`src/lsp_pkg.sv`:
```
// shared types and constants of the local scan port configuration block
package lsp_pkg;

    // =====================================================================
    // backplane tap controller states and data register selection
    typedef enum logic [3:0] {
        TAP_RESET, TAP_IDLE, TAP_SEL_DR, TAP_CAP_DR, TAP_SH_DR, TAP_EX1_DR, TAP_PA_DR, TAP_EX2_DR,
        TAP_UPD_DR, TAP_SEL_IR, TAP_CAP_IR, TAP_SH_IR, TAP_EX1_IR, TAP_PA_IR, TAP_EX2_IR, TAP_UPD_IR
    } lsp_tap_t;

    typedef enum logic [2:0] {
        DR_OTHER, DR_GROUP, DR_SEL0, DR_SEL1, DR_GPIO_SEL, DR_GPIO_PINS
    } lsp_dr_t;

    // =====================================================================
    // sizes and reset values
    localparam int NUM_PORTS = 7;
    localparam int REG_W = 8;
    localparam int GROUP_W = 2;
    localparam int TLR_PULSES = 512;
    localparam int TLR_CNT_W = 10;
    localparam logic [7:0] SEL0_RESET = 8'h01;
    localparam logic [7:0] SEL1_RESET = 8'h00;
    localparam logic [7:0] GPIO_SEL_RESET = 8'h00;
    localparam logic [7:0] GPIO_PINS_RESET = 8'h00;
    localparam logic [1:0] GROUP_RESET = 2'h0;

    // =====================================================================
    // field positions
    localparam int SEL0_CLK_DIS = 3;
    localparam int SEL0_LOOP = 4;
    localparam int SEL0_CNT_STAT = 7;
    localparam int SEL1_TRANSP = 7;
    localparam int GPIO_TMS = 0;
    localparam int GPIO_TDO = 1;
    localparam int GPIO_TDI = 2;

    // group code n answers at multicast address MC_BASE + n
    localparam logic [7:0] MC_BASE = 8'h3c;

    // =====================================================================
    // a configuration write that waits in the fifo
    typedef struct packed {
        lsp_dr_t target;
        logic [2:0] gpio_idx;
        logic [7:0] data;
    } lsp_wr_t;

    localparam int WR_W = $bits(lsp_wr_t);

    // port enables in port order from the two chain select registers
    function automatic logic [6:0] port_enables(input logic [7:0] sel0, input logic [7:0] sel1);
        return {sel1[1], sel1[0], sel0[6], sel0[5], sel0[2], sel0[1], sel0[0]};
    endfunction

endpackage

```
`src/lsp_cfg.sv`:
```
// local scan port configuration: mode registers, chain routing, clock gating, gpio, fifo
// Functional notes
// - multicast address selects only selectors whose group register matches.
// - test-logic-reset loads chain select zero with 00000001.
// - all ports parked: chain is input, internal register, output.
// - resume-ports command sets unparked chain from select registers zero and one.
// - chain: register, enabled ports ascending, pad after each, then output.
// - select zero bits 0,1,2,5,6 enable ports 0-4; 3 clock, 4 loop, 7 status.
// - select one bits 0,1 enable ports five and six; bits 2-6 reserved.
// - loopback bit forces chain input, register, output regardless of enables.
// - clock-disable zero keeps parked port clocks running in idle or pause.
// - clock-disable one stops parked port clock low while parked.
// - unparked port clocks always run.
// - port parked in reset stops its clock after 512 backplane pulses.
// - status bit sets when running counter reaches zero.
// - status bit clears on counter load, zero after power-on.
// - select one bit 7 enables transparent mode, only in bridge primary mode.
// - gpio select bits 0-6 put ports 0-6 into gpio use; bit 7 reserved.
// - gpio pins register: bit 0 mode-select, bit 1 data-out, bit 2 captures data-in.
// - all mode bits reset to zero except select zero bit 0.
// - group codes 0-3 match multicast addresses 3c-3f.
// - registers reached only by scanning through the backplane test port.
// - serial data enters at msb and leaves from lsb.
// - every gpio pins bit resets to zero.
`timescale 1ns/1ns

// =====================================================================
// configuration write fifo
module lsp_cfg_fifo #(
    parameter int WIDTH = 16,
    parameter int DEPTH = 16
) (
    input wire logic sys_clk,              // system clock
    input wire logic rst_n,                // synchronous reset, active low
    input wire logic in_valid,             // write offered
    output logic in_ready,                 // room for a write
    input wire logic [WIDTH-1:0] in_data,  // write word
    output logic out_valid,                // word waiting
    input wire logic out_ready,            // drain takes the word
    output logic [WIDTH-1:0] out_data      // head word
);
    localparam int AW = $clog2(DEPTH);

    typedef struct packed {
        logic [DEPTH-1:0][WIDTH-1:0] mem;
        logic [AW-1:0] rd;
        logic [AW-1:0] wr;
        logic [AW:0] cnt;
    } lsp_fifo_st_t;

    lsp_fifo_st_t st, next_st;
    logic push, pop;

    assign in_ready = st.cnt != (AW+1)'(DEPTH);
    assign out_valid = st.cnt != '0;
    assign out_data = st.mem[st.rd];
    assign push = in_valid && in_ready;
    assign pop = out_valid && out_ready;

    always_comb begin
        next_st = st;
        if (push) begin
            next_st.mem[st.wr] = in_data;
            next_st.wr = (st.wr == AW'(DEPTH - 1)) ? '0 : st.wr + 1'b1;
        end
        if (pop) begin
            next_st.rd = (st.rd == AW'(DEPTH - 1)) ? '0 : st.rd + 1'b1;
        end
        next_st.cnt = st.cnt + (AW+1)'(push) - (AW+1)'(pop);
    end

    always_ff @(posedge sys_clk) begin
        if (!rst_n) begin
            st <= '0;
        end else begin
            st <= next_st;
        end
    end
endmodule // lsp_cfg_fifo

// =====================================================================
// configuration top
module lsp_cfg #(
    parameter int FIFO_DEPTH = 16
) (
    input wire logic sys_clk,                        // system clock, 100 mhz
    input wire logic rst_n,                          // synchronous reset, active low
    input wire logic tck_b,                          // backplane test clock pin
    input wire logic tms_b,                          // backplane mode select pin
    input wire logic tdi_b,                          // backplane data in pin
    input wire lsp_pkg::lsp_dr_t dr_sel,             // data register chosen by instruction decode
    input wire logic [2:0] gpio_idx,                 // which gpio pins register is chosen
    input wire logic wait_for_addr,                  // selector waits for an address
    input wire logic addr_update,                    // pulse: address word valid
    input wire logic [7:0] addr_value,               // scanned address
    input wire logic resume_ports_cmd,               // pulse: resume-ports executes
    input wire logic counter_load_cmd,               // pulse: counter loaded after load command
    input wire logic counter_zero,                   // pulse: running counter reached zero
    input wire logic bridge_primary_mode,            // bridge primary operating mode
    input wire logic [6:0] port_parked,              // port parked in idle or a pause state
    input wire logic [6:0] parked_reset_state,       // port parked in test-logic-reset
    input wire logic [6:0] local_scan_port_tdi,      // data back from each local port pin
    input wire logic cfg_hold,                       // stalls the write drain
    output logic tdo_b,                              // backplane data out
    output logic [6:0] local_scan_port_tck,          // local test clocks
    output logic [6:0] local_scan_port_tdo,          // data to each local port
    output logic [6:0] gpio_mode,                    // port is in gpio use
    output logic [6:0] gpio_tms,                     // gpio mode-select pin value
    output logic multicast_selected,                 // group address matched
    output logic transparent_mode,                   // transparent port mode active
    output logic [7:0] sel0_out,                     // chain select zero contents
    output logic cfg_ready                           // fifo can take a write
);
    typedef struct packed {
        logic [2:0] tck_s;
        logic [1:0] tms_s;
        logic [1:0] tdi_s;
        logic [1:0][6:0] ltdi_s;
        lsp_pkg::lsp_tap_t tap;
        logic [7:0] sh;
        logic [1:0] multicast_group_reg;
        logic [7:0] sel0;
        logic [7:0] sel1;
        logic [7:0] gsel;
        logic [6:0][7:0] gpins;
        logic [6:0] chain_en;
        logic [6:0] pad;
        logic [6:0][lsp_pkg::TLR_CNT_W-1:0] tlr_cnt;
        logic tdo;
        logic [6:0] ltck;
        logic [6:0] ltdo;
        logic mc_sel;
        logic transp;
        logic rdy;
    } lsp_st_t;

    lsp_st_t st, next_st;
    logic tck_rise, tck_fall;
    logic wr_valid, wr_ready, rd_valid, rd_pop;
    lsp_pkg::lsp_wr_t wr_word, rd_word;
    logic [lsp_pkg::WR_W-1:0] rd_bits;
    logic [7:0] cap_val;
    logic reg_so, src;
    logic [6:0] active;

    // =====================================================================
    // edges seen on the synchronised backplane clock
    assign tck_rise = st.tck_s[1] && !st.tck_s[2];
    assign tck_fall = !st.tck_s[1] && st.tck_s[2];

    // fifo: updates are queued so a stalled drain cannot corrupt the shift path
    assign wr_valid = tck_rise && st.tap == lsp_pkg::TAP_EX1_DR && !st.tms_s[1] ? 1'b0
        : (tck_rise && st.tap == lsp_pkg::TAP_EX1_DR && st.tms_s[1] && dr_sel != lsp_pkg::DR_OTHER)
        || (tck_rise && st.tap == lsp_pkg::TAP_EX2_DR && st.tms_s[1] && dr_sel != lsp_pkg::DR_OTHER);
    assign wr_word = '{target: dr_sel, gpio_idx: gpio_idx, data: st.sh};
    assign rd_word = lsp_pkg::lsp_wr_t'(rd_bits);
    assign rd_pop = rd_valid && !cfg_hold && st.tap != lsp_pkg::TAP_RESET;

    lsp_cfg_fifo #(.WIDTH(lsp_pkg::WR_W), .DEPTH(FIFO_DEPTH)) u_fifo (
        .sys_clk(sys_clk),
        .rst_n(rst_n),
        .in_valid(wr_valid),
        .in_ready(wr_ready),
        .in_data(wr_word),
        .out_valid(rd_valid),
        .out_ready(rd_pop),
        .out_data(rd_bits)
    );

    // =====================================================================
    // tap controller step
    function automatic lsp_pkg::lsp_tap_t tap_next(input lsp_pkg::lsp_tap_t s, input logic tms);
        case (s)
            lsp_pkg::TAP_RESET: return tms ? lsp_pkg::TAP_RESET : lsp_pkg::TAP_IDLE;
            lsp_pkg::TAP_IDLE: return tms ? lsp_pkg::TAP_SEL_DR : lsp_pkg::TAP_IDLE;
            lsp_pkg::TAP_SEL_DR: return tms ? lsp_pkg::TAP_SEL_IR : lsp_pkg::TAP_CAP_DR;
            lsp_pkg::TAP_CAP_DR: return tms ? lsp_pkg::TAP_EX1_DR : lsp_pkg::TAP_SH_DR;
            lsp_pkg::TAP_SH_DR: return tms ? lsp_pkg::TAP_EX1_DR : lsp_pkg::TAP_SH_DR;
            lsp_pkg::TAP_EX1_DR: return tms ? lsp_pkg::TAP_UPD_DR : lsp_pkg::TAP_PA_DR;
            lsp_pkg::TAP_PA_DR: return tms ? lsp_pkg::TAP_EX2_DR : lsp_pkg::TAP_PA_DR;
            lsp_pkg::TAP_EX2_DR: return tms ? lsp_pkg::TAP_UPD_DR : lsp_pkg::TAP_SH_DR;
            lsp_pkg::TAP_UPD_DR: return tms ? lsp_pkg::TAP_SEL_DR : lsp_pkg::TAP_IDLE;
            lsp_pkg::TAP_SEL_IR: return tms ? lsp_pkg::TAP_RESET : lsp_pkg::TAP_CAP_IR;
            lsp_pkg::TAP_CAP_IR: return tms ? lsp_pkg::TAP_EX1_IR : lsp_pkg::TAP_SH_IR;
            lsp_pkg::TAP_SH_IR: return tms ? lsp_pkg::TAP_EX1_IR : lsp_pkg::TAP_SH_IR;
            lsp_pkg::TAP_EX1_IR: return tms ? lsp_pkg::TAP_UPD_IR : lsp_pkg::TAP_PA_IR;
            lsp_pkg::TAP_PA_IR: return tms ? lsp_pkg::TAP_EX2_IR : lsp_pkg::TAP_PA_IR;
            lsp_pkg::TAP_EX2_IR: return tms ? lsp_pkg::TAP_UPD_IR : lsp_pkg::TAP_SH_IR;
            lsp_pkg::TAP_UPD_IR: return tms ? lsp_pkg::TAP_SEL_DR : lsp_pkg::TAP_IDLE;
            default: return lsp_pkg::TAP_RESET;
        endcase
    endfunction

    // =====================================================================
    // capture value of the chosen register
    always_comb begin
        case (dr_sel)
            lsp_pkg::DR_GROUP: cap_val = {6'h00, st.multicast_group_reg};
            lsp_pkg::DR_SEL0: cap_val = st.sel0;
            lsp_pkg::DR_SEL1: cap_val = st.sel1;
            lsp_pkg::DR_GPIO_SEL: cap_val = st.gsel;
            lsp_pkg::DR_GPIO_PINS: begin
                cap_val = st.gpins[gpio_idx];
                cap_val[lsp_pkg::GPIO_TDI] = st.ltdi_s[1][gpio_idx];
            end
            default: cap_val = 8'h00;
        endcase
    end

    assign reg_so = (dr_sel == lsp_pkg::DR_OTHER) ? st.tdi_s[1] : st.sh[0];
    assign active = st.chain_en & ~port_parked & ~parked_reset_state;

    always_comb begin
        next_st = st;
        src = reg_so;
        // synchronisers: the first stage feeds only the second
        next_st.tck_s = {st.tck_s[1:0], tck_b};
        next_st.tms_s = {st.tms_s[0], tms_b};
        next_st.tdi_s = {st.tdi_s[0], tdi_b};
        next_st.ltdi_s = {st.ltdi_s[0], local_scan_port_tdi};
        next_st.rdy = wr_ready;

        if (tck_rise) begin
            next_st.tap = tap_next(st.tap, st.tms_s[1]);
            // capture on leaving capture-dr, so the captured lsb is the first bit shifted out
            if (st.tap == lsp_pkg::TAP_CAP_DR) begin
                next_st.sh = cap_val;
            end
            if (st.tap == lsp_pkg::TAP_SH_DR) begin
                if (dr_sel == lsp_pkg::DR_GROUP) begin
                    next_st.sh = {6'h00, st.tdi_s[1], st.sh[1]};
                end else begin
                    next_st.sh = {st.tdi_s[1], st.sh[7:1]};
                end
            end
            // pads sample what comes back from each port
            for (int i = 0; i < lsp_pkg::NUM_PORTS; i++) begin
                next_st.pad[i] = st.ltdi_s[1][i];
                if (parked_reset_state[i]) begin
                    if (st.tlr_cnt[i] != lsp_pkg::TLR_CNT_W'(lsp_pkg::TLR_PULSES)) begin
                        next_st.tlr_cnt[i] = st.tlr_cnt[i] + 1'b1;
                    end
                end else begin
                    next_st.tlr_cnt[i] = '0;
                end
            end
        end

        // chain routing, launched on the falling edge
        if (tck_fall) begin
            for (int i = 0; i < lsp_pkg::NUM_PORTS; i++) begin
                if (active[i] && !st.sel0[lsp_pkg::SEL0_LOOP]) begin
                    next_st.ltdo[i] = src;
                    src = st.pad[i];
                end
            end
            next_st.tdo = src;
        end
        // gpio data out is static and must not wait for a test clock edge
        for (int i = 0; i < lsp_pkg::NUM_PORTS; i++) begin
            if (st.gsel[i]) begin
                next_st.ltdo[i] = st.gpins[i][lsp_pkg::GPIO_TDO];
            end
        end

        // clock gating per port
        for (int i = 0; i < lsp_pkg::NUM_PORTS; i++) begin
            if (parked_reset_state[i]) begin
                next_st.ltck[i] = (st.tlr_cnt[i] == lsp_pkg::TLR_CNT_W'(lsp_pkg::TLR_PULSES)) ? 1'b0
                    : st.tck_s[1];
            end else if (port_parked[i] && st.sel0[lsp_pkg::SEL0_CLK_DIS]) begin
                next_st.ltck[i] = 1'b0;
            end else begin
                next_st.ltck[i] = st.tck_s[1];
            end
        end

        if (resume_ports_cmd) begin
            next_st.chain_en = lsp_pkg::port_enables(st.sel0, st.sel1);
        end

        // applied only from the update queue, so shifting never disturbs live values
        if (rd_pop) begin
            case (rd_word.target)
                lsp_pkg::DR_GROUP: next_st.multicast_group_reg = rd_word.data[1:0];
                lsp_pkg::DR_SEL0: begin
                    next_st.sel0[6:0] = rd_word.data[6:0];
                end
                lsp_pkg::DR_SEL1: next_st.sel1 = rd_word.data & 8'h83;
                lsp_pkg::DR_GPIO_SEL: next_st.gsel = rd_word.data & 8'h7f;
                lsp_pkg::DR_GPIO_PINS: begin
                    if (rd_word.gpio_idx < 3'h7) begin
                        next_st.gpins[rd_word.gpio_idx] = rd_word.data & 8'h83;
                    end
                end
                default: next_st.sel0 = next_st.sel0;
            endcase
        end

        // status bit: a zero pulse beats a load pulse in the same cycle
        if (counter_load_cmd) begin
            next_st.sel0[lsp_pkg::SEL0_CNT_STAT] = 1'b0;
        end
        if (counter_zero) begin
            next_st.sel0[lsp_pkg::SEL0_CNT_STAT] = 1'b1;
        end

        next_st.mc_sel = wait_for_addr && addr_update && addr_value[7:2] == lsp_pkg::MC_BASE[7:2]
            && addr_value[1:0] == st.multicast_group_reg ? 1'b1
            : (addr_update ? 1'b0 : st.mc_sel);
        next_st.transp = st.sel1[lsp_pkg::SEL1_TRANSP] && bridge_primary_mode;

        if (st.tap == lsp_pkg::TAP_RESET) begin
            next_st.sel0 = lsp_pkg::SEL0_RESET;
            next_st.sel1 = lsp_pkg::SEL1_RESET;
            next_st.gsel = lsp_pkg::GPIO_SEL_RESET;
            next_st.gpins = {lsp_pkg::NUM_PORTS{lsp_pkg::GPIO_PINS_RESET}};
            next_st.multicast_group_reg = lsp_pkg::GROUP_RESET;
            next_st.chain_en = '0;
        end
    end

    always_ff @(posedge sys_clk) begin
        if (!rst_n) begin
            st <= '0;
            st.tap <= lsp_pkg::TAP_RESET;
            st.sel0 <= lsp_pkg::SEL0_RESET;
        end else begin
            st <= next_st;
        end
    end

    // =====================================================================
    // outputs, all straight from state flops
    assign tdo_b = st.tdo;
    assign local_scan_port_tck = st.ltck;
    assign local_scan_port_tdo = st.ltdo;
    assign gpio_mode = st.gsel[6:0];
    always_comb begin
        for (int i = 0; i < lsp_pkg::NUM_PORTS; i++) begin
            gpio_tms[i] = st.gpins[i][lsp_pkg::GPIO_TMS];
        end
    end
    assign multicast_selected = st.mc_sel;
    assign transparent_mode = st.transp;
    assign sel0_out = st.sel0;
    assign cfg_ready = st.rdy;

    // =====================================================================
    // checks
    a_reset_loads_sel0:
    assert property (@(posedge sys_clk) disable iff (!rst_n)
        st.tap == lsp_pkg::TAP_RESET && !counter_zero |=> st.sel0 == lsp_pkg::SEL0_RESET)
        else $error("select zero not loaded in reset state");

    a_reset_defaults:
    assert property (@(posedge sys_clk) disable iff (!rst_n)
        st.tap == lsp_pkg::TAP_RESET |=> st.sel1 == 8'h00 && st.gsel == 8'h00 && st.gpins == '0)
        else $error("mode registers not defaulted");

    a_status_set:
    assert property (@(posedge sys_clk) disable iff (!rst_n)
        counter_zero |=> st.sel0[lsp_pkg::SEL0_CNT_STAT])
        else $error("status bit not set on zero");

    a_status_clear:
    assert property (@(posedge sys_clk) disable iff (!rst_n)
        counter_load_cmd && !counter_zero |=> !st.sel0[lsp_pkg::SEL0_CNT_STAT])
        else $error("status bit not cleared on load");

    a_clock_stopped:
    assert property (@(posedge sys_clk) disable iff (!rst_n)
        port_parked[1] && !parked_reset_state[1] && st.sel0[lsp_pkg::SEL0_CLK_DIS]
        |=> !local_scan_port_tck[1])
        else $error("parked clock not held low");

    a_unparked_runs:
    assert property (@(posedge sys_clk) disable iff (!rst_n)
        !port_parked[0] && !parked_reset_state[0] |=> local_scan_port_tck[0] == $past(st.tck_s[1]))
        else $error("unparked clock gated");

    a_tlr_stop:
    assert property (@(posedge sys_clk) disable iff (!rst_n)
        parked_reset_state[2] && st.tlr_cnt[2] == 10'h200 |=> !local_scan_port_tck[2])
        else $error("reset-parked clock not stopped after 512");

    a_loop_bypass:
    assert property (@(posedge sys_clk) disable iff (!rst_n)
        tck_fall && st.sel0[lsp_pkg::SEL0_LOOP] |=> tdo_b == $past(reg_so))
        else $error("loopback chain wrong");

    a_multicast_match:
    assert property (@(posedge sys_clk) disable iff (!rst_n)
        addr_update && wait_for_addr && addr_value == (lsp_pkg::MC_BASE | {6'h00, st.multicast_group_reg})
        |=> multicast_selected)
        else $error("matching group not selected");

    a_transparent_gate:
    assert property (@(posedge sys_clk) disable iff (!rst_n)
        !bridge_primary_mode |=> !transparent_mode)
        else $error("transparent mode outside bridge mode");

    c_update_write: cover property (@(posedge sys_clk) disable iff (!rst_n) rd_pop);
    c_resume: cover property (@(posedge sys_clk) disable iff (!rst_n) resume_ports_cmd && |st.sel0[2:0]);
    c_fifo_full: cover property (@(posedge sys_clk) disable iff (!rst_n) !wr_ready);
    c_mc_hit: cover property (@(posedge sys_clk) disable iff (!rst_n) $rose(multicast_selected));
endmodule // lsp_cfg

```
`config.mk`:
```
export PLATFORM = sky130hd
export DESIGN_NAME = lsp_cfg
export DESIGN_NICKNAME = d
export VERILOG_FILES = /design/src/lsp_pkg.sv /design/src/lsp_cfg.sv
export SDC_FILE = /design/constraint.sdc
export NUM_CORES = 1
export LEC_CHECK = 0
export BUFFER_PORTS_ARGS = -buffer_cell sky130_fd_sc_hd__buf_4
export CORE_UTILIZATION = 32
export CTS_CLUSTER_DIAMETER = 120
export DETAILED_ROUTE_END_ITERATION = 8
export PLACE_DENSITY_LB_ADDON = 0.25
export SETUP_SLACK_MARGIN = 0.1
export SYNTH_ARGS = -nofsm -noshare
export SYNTH_HDL_FRONTEND = slang
export SYNTH_HIERARCHICAL = 1
export SYNTH_SLANG_ARGS = --single-unit
```
`constraint.sdc`:
```
create_clock -name sys_clk -period 10.8 [get_ports sys_clk]
set_clock_uncertainty 0.15 [all_clocks]
set_input_delay 1.08 -clock sys_clk [delete_from_list [all_inputs] [get_ports sys_clk]]
set_output_delay 1.08 -clock sys_clk [all_outputs]
set_load 0.005 [all_outputs]
```
==> results of run 1 <==
worst min path at each step:
stage                    to  cells past startpoint  slack (ps)    startpoint
6_report            st[213]                      1         280  next_st[213]
5_1_grt             st[213]                      1         300  next_st[213]
4_1_cts             st[213]                      1         290  next_st[213]
3_5_place_dp        st[207]                      1         280  next_st[207]
3_3_place_gp   next_st[216]                      1         280  next_st[215]
2_1_floorplan  next_st[216]                      1         260  next_st[215]
kinds of logic (layout without fill, tap and decap cells):
family | count (synthesis) | after routing | share of synthesized area
AOI/OAI and AO/OA | 357 | 357 | 0.122
xor gates and xnor gates | 60 | 60 | 0.0278
adders and majority gates | 26 | 26 | 0.0176
buffers and inverters | 219 | 225 | 0.0585
DFF | 413 | 413 | 0.438
muxes | 178 | 178 | 0.134
and+or+nand+nor | 715 | 715 | 0.202
through the flow:
step	worst slack [ps]	instance area, sq um	utilization
after global placement	6400	19700	0.339
after floorplan	6440	18900	-
after detailed placement	6390	19700	0.339
after global routing	6100	21200	0.365
after CTS	6370	21200	0.365
final	6410	21200	0.365
final cells by class:
type,instances,share of cell area
Clock inverter,9,0.00319
Inverter,44,0.00780
Clock buffer,74,0.0675
Timing Repair Buffer,98,0.0355
Tap cell,765,0.0452
Sequential cell,413,0.391
Multi-Input combinational cell,1336,0.450
worst max-delay path: stages (launching register included):
cell     delay (ps)
dfxtp_4         820
buf_4           620
mux4_2          570
a22oi_1         410
nand2_1         330
nor4b_2         990
nor2b_1         100
a211o_1         290
layer usage:
layer	vias to the layer above	track usage	wire length, um
met5	-	0	0
met4	0	0.0540	1390
met3	80	0.0289	2450
met2	301	0.269	22900
met1	6852	0.219	22800
li1	6904	-	-
registers in the layout, indices dropped and copies added (netlist names):
register             cells
multicast_selected       1
gpio_mode                7
local_scan_port_tck      7
transparent_mode         1
u_fifo/st              237
sel0_out                 8
local_scan_port_tdo      7
st                     125
tdo_b                    1
next_st                 11
cfg_ready                1
gpio_tms                 7
placed cells by master (no fill, tap or decap), types with 12 or more instances in the layout:
cell type,Yosys,routed
a22oi_1,35,35
nand2_1,202,202
and2_1,29,29
or3_1,14,14
dfxtp_1,413,411
nand3_1,125,125
mux2i_1,112,112
xor2_1,41,41
clkbuf_1,65,13
nor2b_1,74,72
nor2_1,130,130
ha_1,25,25
o21ai_0,140,140
inv_1,42,42
clkbuf_16,0,48
a21boi_0,53,53
nor3_1,12,12
and3_1,16,16
buf_4,52,96
mux4_2,60,60
clkbuf_8,0,13
xnor2_1,19,19
a21oi_1,38,38
nand4_1,35,35
power by group:
part | leakage [uW] | switching (uW) | total, uW | internal, uW
combinational | 0.00310 | 56.8 | 90.1 | 33.3
sequential | 0.00333 | 6.86 | 1540 | 1530
clock | 0.000743 | 643 | 1550 | 906
==> results_dict.tcl, run 1 <==
set metrics [dict create \
    yosys_warnings 6 \
    antenna_found_initial 0 \
    dr.pass1.iters 4 \
    initial_core_util 0.326 \
    synth_edf_count 0 \
    row_count 88 \
    rsz0062_at_grt "no" \
    ys_ff_latch 413 \
    ir_drop_v 0.000131 \
    insertion_delay_ps 590 \
    rr_startpoint "u_fifo/st[9]" \
    synthTopCellsByArea "dfxtp_1 (44%), mux4_2 (7.2%), mux2i_1 (5.9%)" \
    die_x_um 245 \
    synth.top_cell.area_share 0.438 \
    setup_tns_ps 0 \
    slew_headroom 0.262 \
    fin_cells 2739 \
    track_usage 0.165 \
    cts_tree "yes" \
    drt-total-wl_mm 49.6 \
    critPathCapture "sel0_out[0]" \
    r2r_cells 7 \
    post_cts_buffers 0 \
    timing.final.hold_violations 0 \
    antennaDiodeCount 0 \
    cts_root_buf "clkbuf_16" \
    grt_max_degree 207 \
    critPathMaxFanout 32 \
    clkTransAtPathRegs_ps 60 \
    outcome "complete, no violations" \
    die_y_um 245 \
    multi_input_area_sq_um 9530 \
    grt_pass1_wl_mm 78.5 \
    worstPathRequired_ps 11130 \
    hold_buffers 0 \
    ys_async_sr_fraction 0 \
    postSynthAreaPerCell_sq_um 9.60 \
    ant_nets 0 \
    drtIter0Drc 943 \
    worst_pin_slew_ps 1100 \
    yosysMostFrequentCell "dfxtp_1" \
    die_area_sq_um 60000 \
    ff_latch_area_sq_um 8270 \
    via_per_inst 5.16 \
    place.gp.congestion 0.835 \
    synth_nets 2041 \
    rrSetupSlack_ps 6410 \
    drcViolationCount 0 \
    fp.coreArea_sq_um 58000 \
    cts_buffer_depth 3 \
    cp-end-kind "register" \
    maxCapViolCount 0 \
    setup_viol 0 \
    synth.distinct_cells 83 \
    cts_buffers 46 \
    fin_crit_sh 0.407 \
    drive_gt1_frac 0.138 \
    ys_seq_area_frac 0.438 \
    grt_overflow 0 \
    clock.fmax_ghz 0.228 \
    route.vias.total 14100 \
    hpwlAfterDp_mm 32.7 \
    synth_area_sq_um 18900 \
    cts_sinks 413 \
    synth_top_area_cell "dfxtp_1" \
    slew_violations 0 \
    dp.cells 2656 \
    p_leak_uw 0.00718 \
    fin_nets 2012 \
    synth.top_cells.by_count "dfxtp_1 (413), nand2_1 (202), o21ai_0 (140)" \
    cp.arrival_ps 4720 \
    syn_inst 1968 \
    hp-class "reg -> reg" \
    final.fill_count 5779 \
    grt_pass1_vias 13800 \
    startpoint "u_fifo/st[9]" \
    wl_per_cell_um 18.1 \
    io_buffers 86 \
    fin_crit_ps 4390 \
    io_pins 87 \
    crit_path_start_kind "register" \
    area_growth_pct 12.1 \
    synth_flop_cell "dfxtp_1" \
    hold_ws_ps 283 \
    finalPower_uw 3180 \
    r2r_end "sel0_out[0]" \
    path_class "reg -> reg" \
    cts_max_level 2 \
    p_per_area_nw_per_um2 150 \
    postCtsResizedCells 0 \
]
(Power assumes the default switching activity.)
==> run 2, diff against run 1 <==
clock period = 3.8 ns   (was 10.8 ns; I/O delays follow)
==> run 2 against run 1 <==
  * Design area increased by 2.6%
  * Combinational power grew to 3.2 times the previous value
  * Core utilization up 0.96 points
  * Highest routed layer unchanged
  * Largest cell class unchanged
  * Largest power group unchanged
  * First-iteration DRC count shrank 10%
  * Register-to-register slack lost 6000 ps
==> results_dict.tcl, run 2 (same netlist as run 1, synthesis figures left out) <==
set metrics [dict create \
    outcome "complete, no violations" \
    area_growth_pct 15.0 \
    rrSetupSlack_ps 390 \
    startpoint "u_fifo/st[2]" \
    final.fill_count 5749 \
    ant_nets 0 \
    row_count 88 \
    cp-end-kind "register" \
    cpMaxStageDelayCell "or4b_4" \
    p_per_area_nw_per_um2 419 \
    r2r_end "u_fifo/st[4]" \
    setup_tns_ps 0 \
    postPlaceCellArea_sq_um 19900 \
    post_cts_buffers 0 \
    initial_core_util 0.326 \
    slew_headroom 0.242 \
    timing.final.hold_violations 0 \
    cts_buffers 44 \
    die_x_um 245 \
    drcViolationCount 0 \
    slowest_delay_ps 520 \
    die_y_um 245 \
    p_comb_frac 0.032 \
    fin_crit_ps 3410 \
    final_common_cell "dfxtp_1" \
    design_area_sq_um 21700 \
    critPathCapture "u_fifo/st[4]" \
    fin_crit_sh 0.899 \
    p_switching_uw 2040 \
    route.vias.total 14400 \
    worst_pin_slew_ps 1140 \
    dr.pass1.iters 5 \
    antennaDiodeCount 0 \
    hp-class "in -> reg" \
    r2r_cells 17 \
    grt_pass1_wl_mm 79.7 \
    fin_cells 2793 \
    multi_input_area_sq_um 9550 \
    setup_viol 0 \
    clkTransAtPathRegs_ps 60 \
    cp.arrival_ps 3740 \
    rr_startpoint "u_fifo/st[2]" \
    via_per_inst 5.15 \
    maxCapViolCount 0 \
    p_int_uw 7060 \
    drive_gt1_frac 0.144 \
    hold_ws_ps 30.2 \
    crit_top_cell "inv_1" \
    cts_root_buf "clkbuf_16" \
    critPathMaxFanout 4 \
    path_buf_inv 5 \
    die_area_sq_um 60000 \
    place.gp.congestion 0.829 \
    largest_reg_flops 237 \
    wl_per_cell_um 18.2 \
    power_frac_seq 0.480 \
    dp.cells 2679 \
    cts_buffer_depth 3 \
    crit_family "simple AND/OR/NAND/NOR gates" \
    ff_latch_area_sq_um 8270 \
    fin_nets 2066 \
    cts_sinks 413 \
    clock.fmax_ghz 0.293 \
    regMostFlops "u_fifo/st" \
    rsz0062_at_grt "no" \
    slew_violations 0 \
    antenna_found_initial 0 \
    path_cells "inv_1, ha_1, or4b_4, nand2b_4, or2_4, inv_1, nand2_1, inv_1, ha_1, inv_1, ha_1, inv_1, fa_1, nand2b_1, a21oi_1, o21ai_0, and3b_1" \
    grt_max_degree 174 \
    grt_overflow 0 \
    pwr-share-clk 0.489 \
    crit_path_start_kind "register" \
    io_buffers 86 \
    cts_max_level 2 \
    io_pins 87 \
    switching_share 0.224 \
    p_leak_uw 0.00745 \
    track_usage 0.169 \
    cp.depth 17 \
    insertion_delay_ps 600 \
    path_class "reg -> reg" \
    cts_tree "yes" \
    drtIter0Drc 846 \
    grt_pass1_vias 13800 \
    ir_drop_v 0.000308 \
    final_util 0.375 \
    fp.coreArea_sq_um 58000 \
    mostFrequentLayoutCells "dfxtp_1 (411), nand2_1 (202), o21ai_0 (140), nor2_1 (130), nand3_1 (125)" \
    drt-total-wl_mm 51.0 \
    hpwlAfterDp_mm 33.6 \
    worstPathRequired_ps 4130 \
]
[run 2: cell type report]
| class | count | share of cell area |
|---|---|---|
| Clock buffer | 64 | 0.0579 |
| Clock inverter | 17 | 0.0110 |
| Inverter | 44 | 0.00760 |
| Multi-Input combinational cell | 1336 | 0.439 |
| Sequential cell | 413 | 0.381 |
| Tap cell | 765 | 0.0440 |
| Timing Repair Buffer | 154 | 0.0595 |
[run 2: worst min-delay path, stage by stage]
cell,delay [ps]
buf_4,180
mux2i_1,90
nor2_1,70
[run 2: how the worst min path moves through the flow]
| stage | start | endpoint | slack, ps | cells past startpoint |
|---|---|---|---|---|
| after floorplan | next_st[215] | next_st[216] | 260 | 1 |
| after global placement | next_st[203] | st[203] | 260 | 1 |
| after detailed placement | next_st[203] | st[203] | 270 | 1 |
| after CTS | resume_ports_cmd | st[97] | 2 | 3 |
| after global routing | resume_ports_cmd | st[100] | 10 | 3 |
| final | resume_ports_cmd | st[100] | 30 | 3 |
[run 2: routing by layer]
layer | global-route usage | part of all wire | up-vias
met5 | 0 | 0 | -
met4 | 0.0496 | 0.025 | 0
met3 | 0.0282 | 0.045 | 80
met2 | 0.276 | 0.46 | 292
met1 | 0.228 | 0.47 | 7030
li1 | - | - | 6993
[run 2: per-stage QoR]
step	worst slack, ps	power, uW
after CTS	142	9220
after global placement	253	4720
after detailed placement	172	4730
after global routing	116	9430
after floorplan	114	4620
final	385	9100
[run 2: power by group through the flow]
stage	sequential (uW)	clock [uW]	combinational, uW
2_1_floorplan	4460	0	161
3_3_place_gp	4460	0	261
3_5_place_dp	4460	0	264
4_1_cts	4370	4570	290
5_1_grt	4370	4750	312
6_report	4370	4450	287
[run 2: what timing repair did]
item | in CTS | in global routing
endpoints found under the hold margin | 27 | 0
endpoints found under the setup margin | 0 | 1
hold buffers | 33 | 0
gates resized for setup | 0 | 2
